<file path="src/core/mrc_pkg.sv">
package mrc_pkg;

   // Register byte offsets on the bus
   localparam logic [3:0]  REG_MODE_VIEW   = 4'h0;
   localparam logic [3:0]  REG_SYS_CTRL    = 4'h4;
   localparam logic [3:0]  REG_IRQ_ENABLE  = 4'h8;
   localparam logic [3:0]  REG_STATUS      = 4'hc;

   // Mode view: fixed upper bits 7..2 read 1,1,1,0,0,1
   localparam logic [7:0]  MODE_VIEW_FIXED = 8'he4;

   // System control fields
   localparam int          SYS_RAM_EN_BIT  = 0;
   localparam int          SYS_PIN_RST_BIT = 3;
   localparam logic        RAM_EN_RESET    = 1'b1;
   localparam logic        PIN_RST_RESET   = 1'b1;
   localparam logic [7:0]  IRQ_EN_RESET    = 8'h00;

   // Reset vector location and watchdog reset pulse length
   localparam logic [15:0] VEC_RESET_ADDR  = 16'h0000;
   localparam int          WDT_PULSE_CYCLES = 518;

   // Operating modes, decoded from the two strap levels
   typedef enum logic [1:0] {
      MODE_NONE,
      MODE_EXP_NOROM,
      MODE_EXP_ROM,
      MODE_SINGLE
   } mrc_mode_t;

   function automatic mrc_mode_t mrc_decode_mode(input logic hi, input logic lo);
      case ({hi, lo})
         2'b01:   mrc_decode_mode = MODE_EXP_NOROM;
         2'b10:   mrc_decode_mode = MODE_EXP_ROM;
         2'b11:   mrc_decode_mode = MODE_SINGLE;
         default: mrc_decode_mode = MODE_NONE;
      endcase
   endfunction : mrc_decode_mode

endpackage : mrc_pkg

</file>
<file path="src/core/mrc_sync2.sv">
`timescale 1ns/1ps
`default_nettype none

module mrc_sync2 #(
   parameter int WIDTH = 1
) (
   input  wire logic             clk,
   input  wire logic             rstB,
   input  wire logic [WIDTH-1:0] din,
   output logic      [WIDTH-1:0] dout
);

   logic [WIDTH-1:0] stage1;

   // Two flops; only the second stage is read outside
   always_ff @(posedge clk or negedge rstB) begin
      if (!rstB) begin
         stage1 <= '0;
         dout   <= '0;
      end else begin
         stage1 <= din;
         dout   <= stage1;
      end
   end

endmodule : mrc_sync2

`default_nettype wire

</file>
<file path="src/core/mrc_reset_pulse.sv">
`timescale 1ns/1ps
`default_nettype none

module mrc_reset_pulse #(
   parameter int PULSE_CYCLES = mrc_pkg::WDT_PULSE_CYCLES
) (
   input  wire logic clk,
   input  wire logic rstB,
   input  wire logic trigger,
   output logic      active
);

   localparam int CW = $clog2(PULSE_CYCLES + 1);
   localparam logic [CW-1:0] LAST = CW'(PULSE_CYCLES - 1);

   logic [CW-1:0] count;

   // Fixed-length pulse; a trigger during the pulse does not stretch it
   always_ff @(posedge clk or negedge rstB) begin
      if (!rstB) begin
         active <= 1'b0;
         count  <= '0;
      end else if (!active && trigger) begin
         active <= 1'b1;
         count  <= '0;
      end else if (active) begin
         count  <= count + 1'b1;
         if (count == LAST) begin
            active <= 1'b0;
         end
      end
   end
endmodule : mrc_reset_pulse

`default_nettype wire

</file>
<file path="src/core/mrc_mode_reset_ctrl.sv">
// Behaviour
// - Mode view reads 1,1,1 in bits 7..5, 0,0 in 4..3, 1 in bit 2; unwritable.
// - Mode view bits 1 and 0 show upper and lower strap pins; read-only.
// - Each read of the mode view latches both strap levels into bits 1..0.
// - Mode taken from straps as reset ends: 01 exp no ROM, 10 exp ROM, 11 single.
// - Expanded without ROM: 64 kbyte external space, external vectors, ROM off, RAM optional.
// - Expanded without ROM: ports 1,2 address, port 3 data, port 7 bus control.
// - Expanded with ROM: ROM on, ports 1,2 start as inputs until software changes.
// - Single-chip: internal memory only, no external bus, all ports general purpose.
// - Only reset and interrupt exceptions; reset always beats any interrupt.
// - Reset pin low enters reset at once; sequence starts when pin rises. Here both lag the pin by the two-flop synchroniser.
// - Interrupts taken only at instruction or exception sequence end.
// - No interrupt after the four flag manipulation instructions.
// - Watchdog reset stops processing and initialises CPU and module registers.
// - Watchdog reset pulse lasts exactly 518 clocks.
// - Reset sequence sets interrupt mask first, then initialises module registers.
// - Sequence ends loading program counter from vector word at address 0.
// - All interrupts, NMI too, blocked until first instruction completes.
// - Maskable sources stay off until their enable bits are set.
// - A flag instruction first keeps everything blocked after it.
// - Pin reset sets the reset-source flag; watchdog reset clears it.
`timescale 1ns/1ps
`default_nettype none

module mrc_mode_reset_ctrl #(
   parameter int IRQ_COUNT = 8
) (
   input  wire logic                 core_clk,
   input  wire logic                 rst_b,
   // Avalon-MM slave
   input  wire logic [3:0]           avsAddress,
   input  wire logic                 avsRead,
   input  wire logic                 avsWrite,
   input  wire logic [31:0]          avsWriteData,
   input  wire logic [3:0]           avsByteEnable,
   output logic      [31:0]          avsReadData,
   output logic                      avsWaitRequest,
   // Pins
   input  wire logic                 resetInN,
   input  wire logic                 modeStrapHi,
   input  wire logic                 modeStrapLo,
   // Watchdog
   input  wire logic                 wdtOverflow,
   input  wire logic                 wdtResetSel,
   // CPU side
   input  wire logic                 instrDone,
   input  wire logic                 instrIsFlagsOp,
   input  wire logic                 exceptSeqDone,
   input  wire logic                 flagsMaskI,
   input  wire logic                 nmiPending,
   input  wire logic [IRQ_COUNT-1:0] irqReq,
   input  wire logic                 vecValid,
   input  wire logic [15:0]          vecData,
   output logic                      cpuHold,
   output logic                      moduleInitN,
   output logic                      flagsMaskSet,
   output logic                      vecRead,
   output logic      [15:0]          vecAddr,
   output logic                      pcLoad,
   output logic      [15:0]          pcValue,
   output logic                      nmiTake,
   output logic                      irqTake,
   output logic      [$clog2(IRQ_COUNT)-1:0] irqTakeId,
   // Mode-dependent controls
   output logic      [1:0]           modeCode,
   output logic                      romEnable,
   output logic                      vectorsExternal,
   output logic                      ramEnable,
   output logic                      addrPortsBus,
   output logic                      addrPortsGpioInit,
   output logic                      dataPortBus,
   output logic                      busCtrlPort,
   output logic                      allPortsGpio,
   output logic                      modeInvalid
);

   localparam int IW = $clog2(IRQ_COUNT);

   typedef enum logic [2:0] {
      ST_HOLD,
      ST_MASK,
      ST_INIT,
      ST_FETCH,
      ST_FIRST,
      ST_RUN
   } mrc_state_t;

   logic               coreRstB;
   logic [2:0]         pinSync;
   logic               pinRstN;
   logic               strapHi;
   logic               strapLo;
   logic               wdtActive;
   logic               inReset;
   mrc_state_t         state;
   mrc_pkg::mrc_mode_t modeSel;
   logic [1:0]         modeView;
   logic               pinResetFlag;
   logic [IRQ_COUNT-1:0] irqEnable;
   logic               busReq;
   logic               busAck;
   logic               boundary;
   logic [IRQ_COUNT-1:0] irqLive;
   logic [31:0]        next_readData;

   // Lowest pending index wins
   function automatic logic [IW-1:0] first_set(input logic [IRQ_COUNT-1:0] v);
      first_set = '0;
      for (int i = IRQ_COUNT - 1; i >= 0; i--) begin
         if (v[i]) begin
            first_set = IW'(i);
         end
      end
   endfunction : first_set

   // Reset release through two flops
   mrc_sync2 #(.WIDTH(1)) uRstSync (
      .clk  (core_clk),
      .rstB (rst_b),
      .din  (1'b1),
      .dout (coreRstB)
   );

   // Pins come from outside the clock domain
   mrc_sync2 #(.WIDTH(3)) uPinSync (
      .clk  (core_clk),
      .rstB (coreRstB),
      .din  ({resetInN, modeStrapHi, modeStrapLo}),
      .dout (pinSync)
   );

   assign pinRstN = pinSync[2];
   assign strapHi = pinSync[1];
   assign strapLo = pinSync[0];

   // Watchdog reset pulse, only when the reset option is chosen
   mrc_reset_pulse #(.PULSE_CYCLES(mrc_pkg::WDT_PULSE_CYCLES)) uWdtPulse (
      .clk     (core_clk),
      .rstB    (coreRstB),
      .trigger (wdtOverflow && wdtResetSel),
      .active  (wdtActive)
   );

   // Either source holds the chip in reset; pin latency is the synchroniser
   assign inReset  = !pinRstN || wdtActive;
   assign boundary = instrDone || exceptSeqDone;
   assign irqLive  = irqReq & irqEnable;

   // Reset sequence; reset overrides every other state
   always_ff @(posedge core_clk or negedge coreRstB) begin
      if (!coreRstB) begin
         state        <= ST_HOLD;
         cpuHold      <= 1'b1;
         moduleInitN  <= 1'b0;
         flagsMaskSet <= 1'b0;
         vecRead      <= 1'b0;
         vecAddr      <= mrc_pkg::VEC_RESET_ADDR;
         pcLoad       <= 1'b0;
         pcValue      <= 16'h0000;
      end else begin
         flagsMaskSet <= 1'b0;
         pcLoad       <= 1'b0;
         moduleInitN  <= 1'b1;
         if (inReset) begin
            state       <= ST_HOLD;
            cpuHold     <= 1'b1;
            moduleInitN <= 1'b0;
            vecRead     <= 1'b0;
         end else begin
            case (state)
               ST_HOLD: begin
                  state        <= ST_MASK;
                  flagsMaskSet <= 1'b1;
               end
               ST_MASK: begin
                  state       <= ST_INIT;
                  moduleInitN <= 1'b0;
               end
               ST_INIT: begin
                  state   <= ST_FETCH;
                  vecRead <= 1'b1;
                  vecAddr <= mrc_pkg::VEC_RESET_ADDR;
               end
               ST_FETCH: begin
                  if (vecValid) begin
                     vecRead <= 1'b0;
                     pcValue <= vecData;
                     pcLoad  <= 1'b1;
                     cpuHold <= 1'b0;
                     state   <= ST_FIRST;
                  end
               end
               ST_FIRST: begin
                  // A flag instruction first keeps the window shut
                  if (instrDone && !instrIsFlagsOp) begin
                     state <= ST_RUN;
                  end
               end
               default: begin
                  state <= ST_RUN;
               end
            endcase
         end
      end
   end

   // Interrupt acceptance at boundaries only, NMI ahead of maskable ones
   always_ff @(posedge core_clk or negedge coreRstB) begin
      if (!coreRstB) begin
         nmiTake   <= 1'b0;
         irqTake   <= 1'b0;
         irqTakeId <= '0;
      end else begin
         nmiTake <= 1'b0;
         irqTake <= 1'b0;
         if (!inReset && state == ST_RUN && boundary
             && !(instrDone && instrIsFlagsOp)) begin
            if (nmiPending) begin
               nmiTake <= 1'b1;
            end else if (|irqLive && !flagsMaskI) begin
               irqTake   <= 1'b1;
               irqTakeId <= first_set(irqLive);
            end
         end
      end
   end

   // Mode captured once as reset ends and held until the next reset
   always_ff @(posedge core_clk or negedge coreRstB) begin
      if (!coreRstB) begin
         modeSel <= mrc_pkg::MODE_NONE;
      end else if (state == ST_HOLD && !inReset) begin
         modeSel <= mrc_pkg::mrc_decode_mode(strapHi, strapLo);
      end
   end

   // Port and memory use follow the held mode
   always_ff @(posedge core_clk or negedge coreRstB) begin
      if (!coreRstB) begin
         modeCode          <= 2'h0;
         romEnable         <= 1'b0;
         vectorsExternal   <= 1'b0;
         addrPortsBus      <= 1'b0;
         addrPortsGpioInit <= 1'b0;
         dataPortBus       <= 1'b0;
         busCtrlPort       <= 1'b0;
         allPortsGpio      <= 1'b0;
         modeInvalid       <= 1'b0;
      end else begin
         modeCode          <= modeSel;
         romEnable         <= modeSel == mrc_pkg::MODE_EXP_ROM
                              || modeSel == mrc_pkg::MODE_SINGLE;
         vectorsExternal   <= modeSel == mrc_pkg::MODE_EXP_NOROM;
         addrPortsBus      <= modeSel == mrc_pkg::MODE_EXP_NOROM;
         addrPortsGpioInit <= modeSel == mrc_pkg::MODE_EXP_ROM;
         dataPortBus       <= modeSel == mrc_pkg::MODE_EXP_NOROM
                              || modeSel == mrc_pkg::MODE_EXP_ROM;
         busCtrlPort       <= modeSel == mrc_pkg::MODE_EXP_NOROM
                              || modeSel == mrc_pkg::MODE_EXP_ROM;
         allPortsGpio      <= modeSel == mrc_pkg::MODE_SINGLE;
         modeInvalid       <= modeSel == mrc_pkg::MODE_NONE;
      end
   end

   // Reset-source flag survives the init sweep; later source wins, watchdog if both are active
   always_ff @(posedge core_clk or negedge coreRstB) begin
      if (!coreRstB) begin
         pinResetFlag <= mrc_pkg::PIN_RST_RESET;
      end else if (wdtActive) begin
         pinResetFlag <= 1'b0;
      end else if (!pinRstN) begin
         pinResetFlag <= 1'b1;
      end
   end

   // Bus handshake: one wait cycle, then a single accept cycle
   assign busReq = (avsRead || avsWrite) && avsWaitRequest;
   assign busAck = (avsRead || avsWrite) && !avsWaitRequest;

   always_ff @(posedge core_clk or negedge coreRstB) begin
      if (!coreRstB) begin
         avsWaitRequest <= 1'b1;
      end else begin
         avsWaitRequest <= !(busReq);
      end
   end

   // Strap levels latched on each mode view read
   always_ff @(posedge core_clk or negedge coreRstB) begin
      if (!coreRstB) begin
         modeView <= 2'h0;
      end else if (state == ST_HOLD && !inReset) begin
         modeView <= {strapHi, strapLo};
      end else if (busReq && avsRead && avsAddress == mrc_pkg::REG_MODE_VIEW) begin
         modeView <= {strapHi, strapLo};
      end
   end

   // Writable control; restored to its reset values by any reset of the chip
   always_ff @(posedge core_clk or negedge coreRstB) begin
      if (!coreRstB) begin
         ramEnable <= mrc_pkg::RAM_EN_RESET;
         irqEnable <= IRQ_COUNT'(mrc_pkg::IRQ_EN_RESET);
      end else if (!moduleInitN) begin
         ramEnable <= mrc_pkg::RAM_EN_RESET;
         irqEnable <= IRQ_COUNT'(mrc_pkg::IRQ_EN_RESET);
      end else if (busAck && avsWrite && avsByteEnable[0]) begin
         if (avsAddress == mrc_pkg::REG_SYS_CTRL) begin
            ramEnable <= avsWriteData[mrc_pkg::SYS_RAM_EN_BIT];
         end else if (avsAddress == mrc_pkg::REG_IRQ_ENABLE) begin
            irqEnable <= avsWriteData[IRQ_COUNT-1:0];
         end
      end
   end

   // Read decode; the mode view returns the strap levels being latched
   always_comb begin
      next_readData = 32'h0000_0000;
      if (avsAddress == mrc_pkg::REG_MODE_VIEW) begin
         next_readData[7:0] = mrc_pkg::MODE_VIEW_FIXED | {6'h00, strapHi, strapLo};
      end else if (avsAddress == mrc_pkg::REG_SYS_CTRL) begin
         next_readData[mrc_pkg::SYS_PIN_RST_BIT] = pinResetFlag;
         next_readData[mrc_pkg::SYS_RAM_EN_BIT]  = ramEnable;
      end else if (avsAddress == mrc_pkg::REG_IRQ_ENABLE) begin
         next_readData[IRQ_COUNT-1:0] = irqEnable;
      end else if (avsAddress == mrc_pkg::REG_STATUS) begin
         next_readData[7:0] = {1'b0, state, modeCode, modeView};
      end
   end

   always_ff @(posedge core_clk or negedge coreRstB) begin
      if (!coreRstB) begin
         avsReadData <= 32'h0000_0000;
      end else if (busReq && avsRead) begin
         avsReadData <= next_readData;
      end
   end
endmodule : mrc_mode_reset_ctrl

`default_nettype wire

</file>
<file path="config.mk">
export PLATFORM = sky130hd
export DESIGN_NAME = mrc_mode_reset_ctrl
export DESIGN_NICKNAME = d
export VERILOG_FILES = /design/src/core/mrc_pkg.sv /design/src/core/mrc_sync2.sv /design/src/core/mrc_reset_pulse.sv /design/src/core/mrc_mode_reset_ctrl.sv
export SDC_FILE = /design/constraint.sdc
export NUM_CORES = 1
export LEC_CHECK = 0
export ABC_AREA = 0
export BUFFER_PORTS_ARGS = -buffer_cell sky130_fd_sc_hd__buf_2
export CORE_AREA = 4 4 94 96
export DETAILED_ROUTE_END_ITERATION = 16
export DIE_AREA = 0 0 98 100
export PLACE_DENSITY = 0.78
export SETUP_SLACK_MARGIN = 0.4
export SYNTH_ARGS = -nofsm -noshare
export SYNTH_HDL_FRONTEND = slang
export SYNTH_SLANG_ARGS = --single-unit
</file>
<file path="constraint.sdc">
create_clock -name core_clk -period 3 [get_ports core_clk]
set_clock_uncertainty 0.1 [all_clocks]
set_input_delay 0.9 -clock core_clk [delete_from_list [all_inputs] [get_ports core_clk]]
set_output_delay 0.9 -clock core_clk [all_outputs]
set_load 0.05 [all_outputs]
</file>
==> results.sh <==
export IMPL_cts_resized=0
export IMPL_tns_ps=0
export IMPL_arrival_ps=1160
export IMPL_synth_area_leader_cell="dfrtp_1"
export IMPL_drv_slew=0
export IMPL_drt_iter0_markers=57
export IMPL_power_density_nw_per_um2=511
export IMPL_synth_seq_cells=79
export IMPL_vias_per_cell=4.84
export IMPL_period_share_pct=72.0
export IMPL_start_util_pct=45.6
export IMPL_clk_pin_slew_ps=80
export IMPL_rsz0062_at_grt="no"
export IMPL_grt_pass1_vias=2535
export IMPL_ys_warn_count=0
export IMPL_rows=33
export IMPL_yosys_area_top_type_share_pct=51.1
export IMPL_required_ps=2000
export IMPL_antenna_cells=0
export IMPL_synth_avg_cell_area_um2=11.5
export IMPL_mostFrequentLayoutCells="97 x buf_2, 74 x dfrtp_1, 41 x conb_1, 31 x nand2_1, 19 x mux2_2"
export IMPL_firstDrtPassIters=4
export IMPL_path_buf_inv=1
export IMPL_critPathTopFamily="flip-flops"
export IMPL_cts_sinks=79
export IMPL_dpl_worst_slack_ps=640
export IMPL_num_io_pins=165
export IMPL_maxCapViolCount=0
export IMPL_critPathKind="reg2out"
export IMPL_grt_max_degree=78
export IMPL_syn_area_um2=3670
export IMPL_globalplace_congestion=0.796
export IMPL_slew_headroom_pct=37.0
export IMPL_critPathMaxStageDelay_ps=560
export IMPL_setup_ws_ps=841
export IMPL_cts_tree="done"
export IMPL_synth_cell_types=44
export IMPL_tightest_slew_ps=945
export IMPL_crit_path_start_kind="flip-flop"
export IMPL_chipHeight_um=100
export IMPL_syn_inst=320
export IMPL_crit_fanout=5
export IMPL_clk_latency_ps=340
export IMPL_crit_chain="buf_2"
export IMPL_nFillCells=734
export IMPL_gr_usage_all_layers_pct=15.2
export IMPL_h_tree_depth=3
export IMPL_die_area_um2=9800
export IMPL_cts_made_buffers=9
export IMPL_regArea_um2=1990
export IMPL_antenna_found_initial=0
export IMPL_grt_overflow=0
export IMPL_fin_nets=504
export IMPL_dp_hpwl_mm=5.53
export IMPL_ir_drop_mv=0.206
export IMPL_wl_per_cell_um=13.7
export IMPL_die_w_um=98
export IMPL_ant_nets=0
export IMPL_postCtsHoldBufs=0
export IMPL_clockBufferDepth=2
export IMPL_slowest_stage="dfstp_2"
export IMPL_syn2layout_area_growth_pct=17.4
export IMPL_wl_mm=7.22
export IMPL_portBuffers=97
export IMPL_critPathCaptureType="primary output"
export IMPL_drive_gt1_share_pct=34.2
export IMPL_multi_input_area_um2=1440
export IMPL_finalHoldViolations=0
export IMPL_post_cts_buffers=0
export IMPL_final_common_cell="buf_2"
export IMPL_core_um2=8050
export IMPL_finalSetupViolCount=0
export IMPL_outcome="finished clean"
export IMPL_ys_seq_area_share_pct=54.0
export IMPL_vias=2559
export IMPL_root_buffer="clkbuf_8"
export IMPL_fmax_ghz=0.463
export IMPL_drc=0
export IMPL_synth_area_leaders="dfrtp_1 51%, buf_4 8.6%, mux2_2 5.8%, mux2i_1 4.4%, nand2_1 3.2%"
export IMPL_leakage_nw=2.32
export IMPL_worst_hold_path_type="in2async"
export IMPL_period_needed_ps=2160
export IMPL_grt_pass1_wl_mm=11.8
==> layout make-up <==
cell class                      count  share of cell area (%)
Sequential cell                    79                    46.0
Multi-Input combinational cell    220                    33.3
Timing Repair Buffer               98                    11.4
Clock buffer                       13                    3.68
Tap cell                          105                    3.05
Clock inverter                      3                    1.51
Inverter                           11                   0.957
==> cells by family after synthesis <==
logic type / after synthesis / synth area share, %
AO/OA/AOI/OAI: 47 / 9.27
adder cells (fa/ha/maj): 6 / 2.04
buffers and inverters: 60 / 10.9
flip-flops: 79 / 54.0
multiplexers: 38 / 11.4
other: 2 / 0.204
AND/OR/NAND/NOR: 88 / 12.2
==> sequential cells by signal (all words and copies together), names as in the netlist, 3 cells and up <==
signal and count:
pcValue 16, uPinSync.dout 3, irqEnable 8, irqTakeId 3
avsReadData 8, uWdtPulse.count 10, state 3, uPinSync.stage1 3
==> worst paths after layout <==
kind	to	slack [ps]	startpoint	cells after the start
max	avsWaitRequest	840	avsWaitRequest$_DFF_PN1_	1
min	uRstSync.dout$_DFF_PN0_	230	rst_b	1
max reg2reg	pcValue[9]$_DFFE_PN0P_	890	uWdtPulse.active$_DFF_PN0_	4
min reg2reg	uPinSync.dout[1]$_DFF_PN0_	250	uPinSync.stage1[1]$_DFF_PN0_	0
max in group asynchronous	irqTakeId[2]$_DFFE_PN0P_	1800	uRstSync.dout$_DFF_PN0_	0
min in group core_clk	uPinSync.dout[1]$_DFF_PN0_	250	uPinSync.stage1[1]$_DFF_PN0_	0
==> through the flow <==
step	utilization (%)	hold slack, ps	cell area [µm²]	cells	total power [mW]
floorplan	-	231	3820	359	1.34
global placement	50.8	233	4090	513	1.35
detailed placement	50.8	238	4090	513	1.36
CTS	53.6	206	4310	529	2.23
global route	53.6	196	4310	529	2.29
finish	53.6	227	4310	529	2.20
==> synthesized netlist by cell type, drive strengths merged <==
library cell	number
and4	1
a32oi	1
mux2	21
nand3	8
o21a	1
mux4	1
conb	2
o211ai	3
nor2	15
clkbuf	3
mux2i	16
o2bb2ai	2
a22oi	5
a21bo	1
o31ai	3
nand2	31
o41ai	3
a32o	2
a2111oi	1
or4	1
inv	11
nand3b	1
nor4	2
buf	46
a22o	1
a21oi	10
nand4	4
ha	6
and3b	1
or2	3
and3	2
nor3	3
o21ai	12
dfrtp	75
a311oi	1
dfstp	4
nor2b	10
a31oi	1
nand2b	6
==> report_power, final <==
part           total, mW  leakage, nW  internal, mW  switching (mW)
registers           1.11         1.02          1.08          0.0283
logic              0.224         1.19        0.0460           0.178
clock network      0.865        0.114         0.514           0.351
==> routing by layer <==
metal	up-vias	GRT usage [%]	share of wire, %
li1	1225	-	-
met4	0	7.56	1.9
met1	1225	18.3	42
met3	12	3.96	7.2
met2	97	25.5	49
met5	-	0	0
Power figures use the tool's default switching activity.
